### config.mk
export PLATFORM = sky130hd
export DESIGN_NAME = tws_serial_port
export DESIGN_NICKNAME = d
export VERILOG_FILES = /design/src/tws_pkg.sv /design/src/tws_serial_port.sv /design/src/tws_sync2.sv /design/src/tws_clk_gen.sv
export SDC_FILE = /design/constraint.sdc
export NUM_CORES = 1
export LEC_CHECK = 0
export BUFFER_PORTS_ARGS = -buffer_cell sky130_fd_sc_hd__buf_2
export CORE_ASPECT_RATIO = 0.9
export CORE_MARGIN = 10
export CORE_UTILIZATION = 50
export CTS_CLUSTER_SIZE = 30
export DETAILED_ROUTE_END_ITERATION = 12
export PLACE_DENSITY = 0.81
export SETUP_SLACK_MARGIN = 0.2
export SLEW_MARGIN = 20
export SYNTH_ARGS = -nofsm -noshare
export SYNTH_HDL_FRONTEND = slang
export SYNTH_SLANG_ARGS = --single-unit
### constraint.sdc
create_clock -name sys_clk -period 4.8 [get_ports sys_clk]
set_clock_uncertainty 0.15 [all_clocks]
set_input_delay 0.72 -clock sys_clk [delete_from_list [all_inputs] [get_ports sys_clk]]
set_output_delay 0.72 -clock sys_clk [all_outputs]
set_load 0.05 [all_outputs]
### src/tws_pkg.sv
// Constants, register map and types for the three-wire serial port
// Summary of operation
// - Transfers run only while enable bit set
// - Internal rate: oscillator divided by four or eight
// - Clock source: external pin input or internal output
// - First bit selectable, MSB or LSB
// - Reset clears mode register to zero
// - Shift register contents undefined after reset
// - Eight bits per transfer, full duplex
// - Falling clock edge drives next output bit
// - Rising clock edge captures input pin
// - Stop after eighth bit, raise done request
// - Write starts transfer only when enabled and idle
// - Data written while disabled is never sent
// - External clock: later writes ignored, data kept
// - Stop mode releases all three pins
// - Serial output is push-pull while enabled
package tws_pkg;

  localparam int unsigned SYS_CLK_HZ    = 10_000_000;
  localparam int unsigned BITS_PER_UNIT = 8;
  localparam int unsigned RATE_EXP_FAST = 2;
  localparam int unsigned RATE_EXP_SLOW = 3;
  localparam logic [3:0]  HALF_FAST     = 4'((1 << RATE_EXP_FAST) / 2);
  localparam logic [3:0]  HALF_SLOW     = 4'((1 << RATE_EXP_SLOW) / 2);
  localparam logic [3:0]  LAST_BIT      = 4'(BITS_PER_UNIT - 1);

  localparam int unsigned ADDR_W        = 18;
  localparam logic [15:0] MODE_INDEX    = 16'hFF72;
  localparam logic [15:0] SHIFT_INDEX   = 16'hFF74;
  localparam logic [15:0] STATUS_INDEX  = 16'hFF76;
  localparam logic [17:0] MODE_ADDR     = {MODE_INDEX, 2'b00};
  localparam logic [17:0] SHIFT_ADDR    = {SHIFT_INDEX, 2'b00};
  localparam logic [17:0] STATUS_ADDR   = {STATUS_INDEX, 2'b00};

  localparam logic [7:0]  MODE_RESET    = 8'h00;
  localparam logic [7:0]  MODE_WR_MASK  = 8'h96;
  localparam int unsigned STAT_BUSY_BIT = 0;
  localparam int unsigned STAT_DONE_BIT = 1;

  typedef struct packed {
    logic       enable;
    logic [1:0] unused65;
    logic       rateSlow;
    logic       unused3;
    logic       lsbFirst;
    logic       clkInternal;
    logic       unused0;
  } tws_mode_t;

endpackage : tws_pkg

### src/tws_serial_port.sv
// Three-wire serial port with APB register access
`timescale 1ns/1ps
module tws_serial_port
(
  input  wire logic                      sys_clk,
  input  wire logic                      reset_n,
  input  wire logic [tws_pkg::ADDR_W-1:0] paddr,
  input  wire logic                      psel,
  input  wire logic                      penable,
  input  wire logic                      pwrite,
  input  wire logic [31:0]               pwdata,
  output logic      [31:0]               prdata,
  output logic                           pready,
  output logic                           pslverr,
  input  wire logic                      serialClockPinIn,
  output logic                           serialClockPinOut,
  output logic                           serialClockPinOe,
  input  wire logic                      serialInPin,
  output logic                           serialOutPin,
  output logic                           serialOutPinOe,
  output logic                           transferDoneIrq
);
  import tws_pkg::*;

  typedef enum logic [0:0]
  {
    XFER_IDLE  = 1'b0,
    XFER_SHIFT = 1'b1
  } tws_xfer_state_t;

  tws_xfer_state_t xferState;
  tws_xfer_state_t next_xferState;

  tws_mode_t  serialPortMode;
  logic [7:0] transferShiftRegister;
  logic [3:0] bitCount;
  logic       busy;
  logic       loaded;
  logic       doneFlag;
  logic       sclkPrev;
  logic [1:0] pinSync;
  logic       genLevel;
  logic       genFall;
  logic       genRise;
  logic       genRiseDly;
  logic [3:0] next_bitCount;

  // Pin synchronisation
  tws_sync2 #(
    .WIDTH (2)
  ) u_sync (
    .sys_clk (sys_clk),
    .reset_n (reset_n),
    .asyncIn ({serialInPin, serialClockPinIn}),
    .syncOut (pinSync)
  );

  wire sclkSync = pinSync[0];
  wire sinSync  = pinSync[1];

  generate
    if (BITS_PER_UNIT != 8)
    begin : g_bad_unit
      $error("tws_serial_port: shift register holds exactly eight bits");
    end
  endgenerate

  // Internal clock
  wire genRun = busy & serialPortMode.clkInternal;
  // Pin clock takes the generator's next level, so it falls with the data change
  wire clkPinNext = genRun ? genLevel ^ (genFall | genRise) : 1'b1;

  tws_clk_gen u_clk_gen (
    .sys_clk   (sys_clk),
    .reset_n   (reset_n),
    .run       (genRun),
    .rateSlow  (serialPortMode.rateSlow),
    .sclkLevel (genLevel),
    .fallPulse (genFall),
    .risePulse (genRise)
  );

  // Bus decode
  wire apbSetup  = psel & ~penable;
  wire apbWrite  = psel & penable & pready & pwrite;
  wire hitMode   = paddr == MODE_ADDR;
  wire hitShift  = paddr == SHIFT_ADDR;
  wire hitStatus = paddr == STATUS_ADDR;
  wire mapped    = hitMode | hitShift | hitStatus;

  wire modeWrite   = apbWrite & hitMode;
  wire shiftWrite  = apbWrite & hitShift;
  wire statusWrite = apbWrite & hitStatus;

  // Transfer control
  wire extLocked = loaded & ~serialPortMode.clkInternal;
  wire srLoad    = shiftWrite & ~busy & ~extLocked;
  wire clkReady  = serialPortMode.clkInternal | sclkSync;
  wire startXfer = srLoad & serialPortMode.enable & clkReady;

  wire extFall   = sclkPrev & ~sclkSync;
  wire extRise   = ~sclkPrev & sclkSync;
  wire sclkFall  = busy & (serialPortMode.clkInternal ? genFall : extFall);
  // Internal mode samples a cycle after the rise, once the input synchroniser caught up
  wire sclkRise  = busy & (serialPortMode.clkInternal ? genRiseDly : extRise);
  wire lastRise  = sclkRise & (bitCount == LAST_BIT);
  wire firstOut  = serialPortMode.lsbFirst ?
                   transferShiftRegister[0] : transferShiftRegister[7];

  wire [7:0] shiftedIn = serialPortMode.lsbFirst ?
                         {sinSync, transferShiftRegister[7:1]} :
                         {transferShiftRegister[6:0], sinSync};

  wire [7:0] modeNext = pwdata[7:0] & MODE_WR_MASK;

  wire [31:0] statusWord = {30'h0, doneFlag, busy};
  wire [31:0] readData = hitMode   ? {24'h0, serialPortMode} :
                         hitShift  ? {24'h0, transferShiftRegister} :
                         hitStatus ? statusWord : 32'h0;

  // APB answer, zero wait states
  always_ff @(posedge sys_clk or negedge reset_n)
  begin
    if (!reset_n)
    begin
      pready  <= 1'b0;
      pslverr <= 1'b0;
    end
    else
    begin
      pready  <= apbSetup;
      pslverr <= apbSetup & ~mapped;
    end
  end

  // Read data, valid in the access cycle only
  always_ff @(posedge sys_clk or negedge reset_n)
  begin
    if (!reset_n)
    begin
      prdata <= 32'h0;
    end
    else
    begin
      prdata <= apbSetup ? readData : 32'h0;
    end
  end

  // Mode register
  always_ff @(posedge sys_clk or negedge reset_n)
  begin
    if (!reset_n)
    begin
      serialPortMode <= tws_mode_t'(MODE_RESET);
    end
    else if (modeWrite)
    begin
      serialPortMode <= tws_mode_t'(modeNext);
    end
  end

  // Shift register, deliberately without reset
  always_ff @(posedge sys_clk)
  begin
    if (srLoad)
    begin
      transferShiftRegister <= pwdata[7:0];
    end
    else if (sclkRise)
    begin
      transferShiftRegister <= shiftedIn;
    end
  end

  // Transfer sequencing
  assign busy = xferState == XFER_SHIFT;

  always_comb
  begin
    next_xferState = xferState;
    next_bitCount  = bitCount;
    case (xferState)
      XFER_IDLE:
      begin
        next_bitCount = 4'h0;
        if (startXfer)
        begin
          next_xferState = XFER_SHIFT;
        end
      end
      XFER_SHIFT:
      begin
        if (!serialPortMode.enable)
        begin
          next_xferState = XFER_IDLE;
          next_bitCount  = 4'h0;
        end
        else if (lastRise)
        begin
          next_xferState = XFER_IDLE;
          next_bitCount  = 4'h0;
        end
        else if (sclkRise)
        begin
          next_bitCount = bitCount + 4'h1;
        end
      end
      default:
      begin
        next_xferState = XFER_IDLE;
        next_bitCount  = 4'h0;
      end
    endcase
  end

  always_ff @(posedge sys_clk or negedge reset_n)
  begin
    if (!reset_n)
    begin
      xferState <= XFER_IDLE;
      bitCount  <= 4'h0;
      loaded    <= 1'b0;
    end
    else
    begin
      xferState <= next_xferState;
      bitCount  <= next_bitCount;
      loaded    <= next_xferState == XFER_SHIFT;
    end
  end

  // Edge history and delayed rise for sampling behind the synchroniser
  always_ff @(posedge sys_clk or negedge reset_n)
  begin
    if (!reset_n)
    begin
      sclkPrev   <= 1'b1;
      genRiseDly <= 1'b0;
    end
    else
    begin
      sclkPrev   <= sclkSync;
      genRiseDly <= genRise;
    end
  end

  // Done flag, set wins over clear
  always_ff @(posedge sys_clk or negedge reset_n)
  begin
    if (!reset_n)
    begin
      doneFlag <= 1'b0;
    end
    else if (lastRise)
    begin
      doneFlag <= 1'b1;
    end
    else if (statusWrite & pwdata[STAT_DONE_BIT])
    begin
      doneFlag <= 1'b0;
    end
  end

  // Done request, one cycle per transfer
  always_ff @(posedge sys_clk or negedge reset_n)
  begin
    if (!reset_n)
    begin
      transferDoneIrq <= 1'b0;
    end
    else
    begin
      transferDoneIrq <= lastRise;
    end
  end

  // Output latch and data pin
  always_ff @(posedge sys_clk or negedge reset_n)
  begin
    if (!reset_n)
    begin
      serialOutPin   <= 1'b0;
      serialOutPinOe <= 1'b0;
    end
    else
    begin
      serialOutPinOe <= serialPortMode.enable;
      if (sclkFall)
      begin
        serialOutPin <= firstOut;
      end
    end
  end

  // Clock pin
  always_ff @(posedge sys_clk or negedge reset_n)
  begin
    if (!reset_n)
    begin
      serialClockPinOut <= 1'b1;
      serialClockPinOe  <= 1'b0;
    end
    else
    begin
      serialClockPinOut <= clkPinNext;
      serialClockPinOe  <= serialPortMode.enable & serialPortMode.clkInternal;
    end
  end

endmodule : tws_serial_port

### src/tws_sync2.sv
// Two-flop synchroniser for pin inputs
`timescale 1ns/1ps
module tws_sync2
#(
  parameter int WIDTH = 2
)
(
  input  wire logic             sys_clk,
  input  wire logic             reset_n,
  input  wire logic [WIDTH-1:0] asyncIn,
  output logic      [WIDTH-1:0] syncOut
);
  import tws_pkg::*;

  logic [WIDTH-1:0] stage1;

  generate
    if (WIDTH < 1)
    begin : g_bad_width
      $error("tws_sync2: WIDTH must be at least 1");
    end
  endgenerate

  always_ff @(posedge sys_clk or negedge reset_n)
  begin
    if (!reset_n)
    begin
      stage1  <= '1;
      syncOut <= '1;
    end
    else
    begin
      stage1  <= asyncIn;
      syncOut <= stage1;
    end
  end

endmodule : tws_sync2

### src/tws_clk_gen.sv
// Internal serial clock generator, idles high
`timescale 1ns/1ps
module tws_clk_gen
(
  input  wire logic sys_clk,
  input  wire logic reset_n,
  input  wire logic run,
  input  wire logic rateSlow,
  output logic      sclkLevel,
  output logic      fallPulse,
  output logic      risePulse
);
  import tws_pkg::*;

  logic [3:0] halfCount;
  wire  [3:0] halfLimit = rateSlow ? HALF_SLOW : HALF_FAST;
  wire        halfDone  = halfCount == halfLimit - 4'h1;

  generate
    if (HALF_FAST < 4'h1)
    begin : g_bad_rate
      $error("tws_clk_gen: half period below one cycle");
    end
  endgenerate

  assign fallPulse = run & halfDone & sclkLevel;
  assign risePulse = run & halfDone & ~sclkLevel;

  always_ff @(posedge sys_clk or negedge reset_n)
  begin
    if (!reset_n)
    begin
      halfCount <= 4'h0;
      sclkLevel <= 1'b1;
    end
    else if (!run)
    begin
      halfCount <= 4'h0;
      sclkLevel <= 1'b1;
    end
    else if (halfDone)
    begin
      halfCount <= 4'h0;
      sclkLevel <= ~sclkLevel;
    end
    else
    begin
      halfCount <= halfCount + 4'h1;
    end
  end

endmodule : tws_clk_gen

## Word level (Yosys, flattened, before mapping)

Cells that the tools add are included.

- Output and inout bits: 39
- Bits in registers: 44
- Logic and storage cells: 97
- Input bits: 57

- Add/subtract/negate cells: 3
- Reduce and logical (&&, ||, !) cells: 2
- Mux-type cells: 26
- Bitwise gates (word level): 37
- Eq/ne operators: 7

Operators with widths:

| kind | number |
|---|---|
| $eq 18x18->1 const B | 3 |
| $mux 8 | 6 |
| $and 1x1->1 | 24 |
| $mux 4 | 5 |
| $mux 1 | 11 |
| $add 4x1->4 const B | 2 |
| $not 1->1 | 8 |
| $pmux 4 s2 | 1 |
| $eq 4x3->1 const B | 1 |
| $eq 4x4->1 | 1 |
| $ne 4x2->1 const B | 1 |
| $or 1x1->1 | 4 |
| $reduce_bool 2->1 | 2 |
| $sub 4x1->4 const B | 1 |
| $mux 3 | 1 |
| $mux 2 | 1 |
| $ne 2x1->1 const B | 1 |
| $pmux 1 s2 | 1 |
| $xor 1x1->1 | 1 |

## Depth between registers and ports, before layout

Gate-level depths: netlist (run 1).

- Depth after elaboration: 10
- Depth in mapped cells: 7
- Depth with buffers taken out: 7

## By module

Synthesis (run 1) repeated with hierarchy kept, for this count alone.

- Cells, all modules: 178
- Area total of the unflattened synthesis: 2,189.6 um2

Modules (own cells, without submodules):

| module | cells an instance | instances | area an instance (um2) | sequential area each (um2) |
|---|---|---|---|---|
| tws_serial_port | 153 | 1 | 1,833.0 | 918.4 |
| tws_clk_gen | 21 | 1 | 251.5 | 126.4 |
| tws_sync2 | 4 | 1 | 105.1 | 105.1 |

## Worst setup path after synthesis (run 1)

Ideal clock, no wire load.

- Path kind: input to register
- Start: input paddr[1] (netlist name)
- End: register transferShiftRegister[0] (enable)
- Arrival: 1,952 ps
- Stages on the path: 4
- Slack: 2,369 ps
- Buffers on the path: 0
- Setup time: 329 ps
- Required time: 4,321 ps
- Cells stage by stage: or4b_4 -> nor3_4 -> nand4b_4 -> nand2_1

- Longest elaborated chain between the ends: 5

RTL lines:

| item | line | source |
|---|---|---|
| start: declaration | tws_serial_port.sv:7 | `input wire logic [tws_pkg::ADDR_W-1:0] paddr,` |
| $eq 18x18->1 | tws_serial_port.sv:87 | `wire hitShift = paddr == SHIFT_ADDR;` |
| $and 1x1->1 | tws_serial_port.sv:92 | `wire shiftWrite = apbWrite & hitShift;` |
| $and 1x1->1 (2 in a row) | tws_serial_port.sv:97 | `wire srLoad = shiftWrite & ~busy & ~extLocked;` |
| $reduce_bool 2->1 (no line) | n/a |  |
| end signal: assignment | tws_serial_port.sv:167 | `transferShiftRegister <= pwdata[7:0];` |
| end signal: assignment | tws_serial_port.sv:171 | `transferShiftRegister <= shiftedIn;` |
| end: declaration | tws_serial_port.sv:35 | `logic [7:0] transferShiftRegister;` |

Every way passes these cells.
A chain may end at the register's enable or synchronous reset.

## Worst setup path after layout (run 1)

- Start: input paddr[1] (netlist name)
- End: register transferShiftRegister[5] (enable)

The elaborated chain is that of the path after synthesis.

==> impl_metrics.json, run 1 <==
{
  "use_met2": 0.197,
  "row_count": 22,
  "critPathMaxFanout": 10,
  "cts_buffers": 5,
  "layout_commonest_cell": "buf_2",
  "die_x_um": 89.2,
  "place_area_um2": 2340,
  "instances_no_fill": 275,
  "root_buffer": "clkbuf_8",
  "critPathLaunchType": "primary input",
  "r2r_slack_ps": 2710,
  "use_met3": 0.0411,
  "hold_class": "flop to flop",
  "clk_pin_slew_ps": 80,
  "first_iter_violations": 107,
  "cts_resized": 0,
  "dr.pass1.iters": 4,
  "setup-violations-final": 0,
  "slew-limit-headroom": 0.489,
  "synth_seq_area_share": 0.533,
  "hold_violations": 0,
  "postRouteAntennaNets": 0,
  "r2r-end": "transferShiftRegister[5]",
  "htreeDepth": 2,
  "rsz0062_at_grt": "false",
  "synth_top_area_cell": "dfrtp_1",
  "cts_setup_buffers": 0,
  "leakagePower_nw": 1.18,
  "layout-drive-gt1-share": 0.379,
  "n_fill_cell": 353,
  "crit_type": "primary input to flop",
  "holdPathStages": 0,
  "min_from": "u_sync.stage1[1]",
  "drc_errors": 0,
  "grt_first_pass_wirelength_mm": 7.14,
  "synth_top_area_frac": 0.337,
  "cts_hold_buf": 0,
  "grtUsageMet1": 0.145,
  "tightest_slew_ps": 767,
  "grt_pass1_vias": 1596,
  "synth_area_leaders": "dfrtp_1, edfxtp_1, mux2_2, dfstp_2, buf_4",
  "initial_utilization": 0.522,
  "setup.worst_path.start": "paddr[1]",
  "wl_mm": 4.27,
  "antennaDiodeCount": 0,
  "grt_use_total": 0.123,
  "via_count": 1408,
  "synth_cell_types": 38,
  "yosys_warnings": 0,
  "viasPerCell": 5.12,
  "max-vdd-ir-drop_v": 0.000184,
  "antenna_found_initial": 0,
  "synth_cells": 177,
  "period_share": 0.504,
  "tritoncts": "done",
  "drv_cap": 0,
  "ctsLongestPathBuffers": 2,
  "fin_setup_tns_ps": 0,
  "fin_crit_ps": 2420,
  "grt_max_degree": 37,
  "die_area_um2": 7340,
  "grt_most_used_layer": "met2",
  "gp_congestion": 0.741,
  "io_pins": 96,
  "reg2reg_from": "serialPortMode[1]",
  "hpwl_mm": 3.32,
  "syn_avg_cell_area_um2": 12.2,
  "dp_cells": 267,
  "required_ps": 4620,
  "syn2layout_area_growth_pct": 12.4,
  "cp.arrival_ps": 2240,
  "grt_overflow_total": 0,
  "finalInstanceArea_um2": 2420,
  "coreArea_um2": 4130,
  "min_to": "u_sync.syncOut[1]",
  "clk_latency_ps": 300,
  "final_cell_mix": "buf_2, dfrtp_1, conb_1, mux2_2, nor2_1",
  "cts_sinks": 44,
  "report.final.slew_viol_count": 0,
  "layout.nets": 287,
  "routedWlPerCell_um": 15.5,
  "ys_ff_latch": 44,
  "numPortBuffers": 47,
  "reg2reg_depth": 3,
  "max_freq_mhz": 413,
  "endpoint_kind": "flop",
  "synth_area_um2": 2160,
  "die_y_um": 82.3,
  "outcome": "finished clean",
  "powerDensity_nw_per_um2": 279
}
flip-flops by register name, summed over array words and instances (netlist names):
name                   flops
serialClockPinOut          1
prdata                     8
sclkPrev                   1
transferDoneIrq            1
u_clk_gen.sclkLevel        1
serialPortMode             4
u_clk_gen.halfCount        4
u_sync.stage1              2
serialOutPin               1
pslverr                    1
serialOutPinOe             1
transferShiftRegister      8
loaded                     1
serialClockPinOe           1
bitCount                   4
pready                     1
genRiseDly                 1
doneFlag                   1
u_sync.syncOut             2
critical path, stage by stage:
cell and delay, ps:
buf_2 100, or4b_4 530, nor3_4 260, nand4b_4 250, nand2_1 370
logic make-up (layout without fill, tap and decap cells):
| kind of cell | count (synthesis) | in the layout | share of synthesized area |
|---|---|---|---|
| compound gates | 16 | 16 | 0.0499 |
| xor+xnor | 5 | 5 | 0.0203 |
| fa+ha+maj | 4 | 4 | 0.0232 |
| buf+inv | 30 | 57 | 0.0940 |
| flops | 44 | 44 | 0.533 |
| mux | 24 | 24 | 0.124 |
| other cells | 1 | 24 | 0.00174 |
| simple gates | 53 | 53 | 0.154 |
through the flow:
step / setup WS, ps / hold WS (ps) / power [mW] / util
4_1_cts: 2360 / 213 / 0.683 / 0.587
2_1_floorplan: 2370 / 195 / 0.460 / -
3_3_place_gp: 2050 / 196 / 0.466 / 0.567
3_5_place_dp: 2030 / 201 / 0.467 / 0.567
6_report: 2380 / 210 / 0.676 / 0.587
5_1_grt: 2260 / 215 / 0.704 / 0.587
area by class of cell:
| cell class | count | area (µm²) | share of cell area |
|---|---|---|---|
| clock buffers | 6 | 72.6 | 0.0300 |
| clock inverters | 2 | 7.51 | 0.00310 |
| inverters | 2 | 7.51 | 0.00310 |
| multi-input cells | 126 | 890 | 0.367 |
| flip-flops and latches | 44 | 1150 | 0.475 |
| well taps | 48 | 60.1 | 0.0248 |
| repair buffers | 47 | 235 | 0.0971 |
report_power, final:
| part | switching [mW] | internal, mW | total (mW) |
|---|---|---|---|
| Clock | 0.116 | 0.0992 | 0.215 |
| Combinational | 0.0605 | 0.0149 | 0.0753 |
| Sequential | 0.00147 | 0.384 | 0.385 |
| Total | 0.178 | 0.498 | 0.676 |
synthesized netlist by cell type:
cell type  count
dfrtp_1       29
buf_4         24
mux2_2        21
nor2_1        17
edfxtp_1       8
nand2_1        8
dfstp_2        7
nand3_1        7
a22oi_1        4
and2_1         4
clkbuf_1       4
ha_1           4
a21oi_1        3
mux2i_1        3
nor2b_1        3
xnor2_1        3
and4_1         2
inv_1          2
nor3b_1        2
o211ai_1       2
o21ai_0        2
xor2_1         2
a21o_1         1
a22o_1         1
a31oi_1        1
and3_1         1
conb_1         1
nand3_2        1
nand3b_1       1
nand4_1        1
nand4b_4       1
nand4bb_4      1
nor3_4         1
o2111ai_1      1
o22ai_1        1
or3_1          1
or3b_2         1
or4b_4         1
metal layers:
| layer | vias to the layer above | routed length, µm |
|---|---|---|
| li1 | 670 | - |
| met1 | 667 | 1840 |
| met2 | 61 | 1970 |
| met3 | 10 | 372 |
| met4 | 0 | 93 |
| met5 | - | 0 |
how the worst max path moves through the flow:
| stage | endpoint | slack [ps] |
|---|---|---|
| after global routing | transferShiftRegister[6] | 2260 |
| after floorplan | transferShiftRegister[0] | 2370 |
| after CTS | transferShiftRegister[5] | 2360 |
| after global placement | transferShiftRegister[4] | 2050 |
| after detailed placement | transferShiftRegister[6] | 2030 |
| final | transferShiftRegister[5] | 2380 |
(Power assumes the default switching activity.)
==> run 2: changes to the inputs <==
--- a/config.mk
+++ b/config.mk
@@ -5,13 +5,14 @@
 export SDC_FILE = /design/constraint.sdc
 export NUM_CORES = 1
 export LEC_CHECK = 0
+export ABC_AREA = 1
 export BUFFER_PORTS_ARGS = -buffer_cell sky130_fd_sc_hd__buf_2
 export CORE_ASPECT_RATIO = 0.9
 export CORE_MARGIN = 10
-export CORE_UTILIZATION = 50
+export CORE_UTILIZATION = 48
 export CTS_CLUSTER_SIZE = 30
 export DETAILED_ROUTE_END_ITERATION = 12
-export PLACE_DENSITY = 0.81
+export PLACE_DENSITY = 0.76
 export SETUP_SLACK_MARGIN = 0.2
 export SLEW_MARGIN = 20
 export SYNTH_ARGS = -nofsm -noshare
==> constraint.sdc (replaced) <==
create_clock -name sys_clk -period 2.5 [get_ports sys_clk]
set_clock_uncertainty 0.15 [all_clocks]
set_input_delay 0.375 -clock sys_clk [delete_from_list [all_inputs] [get_ports sys_clk]]
set_output_delay 0.375 -clock sys_clk [all_outputs]
set_load 0.05 [all_outputs]
==> run 2 against run 1 <==
The run now ends with negative hold slack left. Sequential share of layout area fell by 5.2 points. Hold slack worse by 220 ps. Synthesized area grew 12%. Critical path depth increased by 1. Clock-buffer cell count is 1 lower. Worst setup slack worse by 1600 ps. Critical endpoint is now transferShiftRegister[6]. Largest power group unchanged.
==> impl_metrics.json, run 2 <==
{
  "synth_top_area_frac": 0.301,
  "outcome": "finished, violations left",
  "grt_pass1_vias": 1742,
  "htreeDepth": 2,
  "leakagePower_nw": 1.47,
  "drv_cap": 0,
  "syn2layout_area_growth_pct": 13.0,
  "cts_hold_buf": 0,
  "report.final.slew_viol_count": 0,
  "die_y_um": 87.2,
  "layout.nets": 379,
  "synth_cell_types": 32,
  "synth_top_area_cell": "dfrtp_1",
  "hpwl_mm": 3.84,
  "grt_first_pass_wirelength_mm": 7.77,
  "endpoint_kind": "flop",
  "fin_setup_tns_ps": 0,
  "r2r_slack_ps": 730,
  "tritoncts": "done",
  "r2r-end": "transferShiftRegister[6]",
  "routedWlPerCell_um": 12.5,
  "clk_latency_ps": 300,
  "first_iter_violations": 87,
  "yosys_warnings": 0,
  "dr.pass1.iters": 4,
  "period_share": 0.708,
  "row_count": 24,
  "antennaDiodeCount": 0,
  "final_cell_mix": "nand2_1, buf_2, inv_1, dfrtp_1, conb_1",
  "io_pins": 96,
  "initial_utilization": 0.495,
  "synth_seq_area_share": 0.478,
  "hold_class": "primary input to async pin",
  "grt_max_degree": 37,
  "cts_sinks": 44,
  "cp.arrival_ps": 1580,
  "antenna_found_initial": 0,
  "setup.worst_path.start": "loaded",
  "hold_violations": 11,
  "max-vdd-ir-drop_v": 0.000340,
  "ctsLongestPathBuffers": 2,
  "viasPerCell": 4.60,
  "synth_area_leaders": "dfrtp_1, edfxtp_1, nand2_1, dfstp_2, buf_4",
  "violations": "negative hold slack",
  "die_area_um2": 8250,
  "required_ps": 2310,
  "critPathMaxFanout": 8,
  "reg2reg_depth": 6,
  "cts_resized": 0,
  "via_count": 1766,
  "postRouteAntennaNets": 0,
  "ys_ff_latch": 44,
  "synth.most_common_cell": "nand2_1",
  "reg_top3": "prdata x8, transferShiftRegister x8",
  "powerDensity_nw_per_um2": 529,
  "coreArea_um2": 4860,
  "syn_avg_cell_area_um2": 9.02,
  "cts_buffers": 5,
  "fin_crit_ps": 1770,
  "die_x_um": 94.7,
  "setup-violations-final": 0,
  "rsz0062_at_grt": "false",
  "synth_cells": 267,
  "wl_mm": 4.80,
  "gp_congestion": 0.833,
  "root_buffer": "clkbuf_8",
  "synth_area_um2": 2410,
  "layout_commonest_cell": "nand2_1",
  "tightest_slew_ps": 765,
  "clk_pin_slew_ps": 90,
  "numPortBuffers": 47,
  "drc_errors": 0,
  "grt_overflow_total": 0,
  "synth_edf_count": 8,
  "max_freq_mhz": 565,
  "ys_async_sr_fraction": 0.818,
  "cts_setup_buffers": 0,
  "final_util": 0.559,
  "critPathLaunchType": "flop",
  "reg2reg_from": "loaded",
  "synth_flop_cell": "dfrtp_1",
  "crit_type": "flop to flop",
  "layout-drive-gt1-share": 0.323,
  "yosys-top-cells-count": "nand2_1, inv_1, dfrtp_1, buf_4, nor2_1",
  "whs_ps": -10.2,
  "grt_use_total": 0.117,
  "slew-limit-headroom": 0.490
}
run 2: per-layer routing:
layer	share of wire	track usage	wire, µm
met5	0	0	0
met1	0.44	0.141	2110
met4	0.011	0.0408	54
met3	0.11	0.0483	507
met2	0.44	0.185	2130
run 2: worst max-delay path by stage:
stage	endpoint	slack, ps	cells after the start
CTS	transferShiftRegister[6]	720	6
global route	transferShiftRegister[6]	590	6
detailed placement	transferShiftRegister[3]	730	6
finish	transferShiftRegister[6]	730	6
global placement	transferShiftRegister[3]	750	6
floorplan	transferShiftRegister[0]	540	5
run 2: critical path, stage by stage, from the launching register on:
cell     delay, ps
dfrtp_1        520
nand2_2        130
inv_2          110
nand2_2         70
nand2_4        100
inv_2           50
nand2_1        300
run 2: cells by family (layout without fill, tap and decap cells):
group / after synthesis / after routing / share of synthesized area
xor gates and xnor gates: 4 / 4 / 0.0146
DFF: 44 / 44 / 0.478
buffers and inverters: 62 / 91 / 0.141
other: 1 / 24 / 0.00156
muxes: 1 / 1 / 0.00416
adders and majority gates: 4 / 4 / 0.0208
and+or+nand+nor: 121 / 121 / 0.261
AOI/OAI and AO/OA: 30 / 30 / 0.0795
run 2: layout make-up:
cell class	count	area, µm²
Multi-Input combinational cell	184	1000
Fill cell	470	2140
Tap cell	65	81.3
Clock inverter	3	42.5
Inverter	35	131
Sequential cell	44	1150
Clock buffer	5	68.8
Timing Repair Buffer	48	243
run 2: metrics by stage:
stage	hold WS [ps]	cells	area [µm²]	power, mW	setup slack, ps
CTS	9.96	384	2720	1.45	719
detailed placement	197	376	2610	0.911	734
floorplan	-70.6	290	2490	0.893	539
finish	-10.2	384	2720	1.44	730
global placement	196	376	2610	0.909	749
global route	2.11	384	2720	1.50	591
run 2: power by group:
group	leakage (nW)	switching [mW]	internal (mW)	total, mW
Sequential	0.538	0.00284	0.736	0.739
Clock	0.0541	0.247	0.296	0.542
Combinational	0.877	0.130	0.0289	0.158
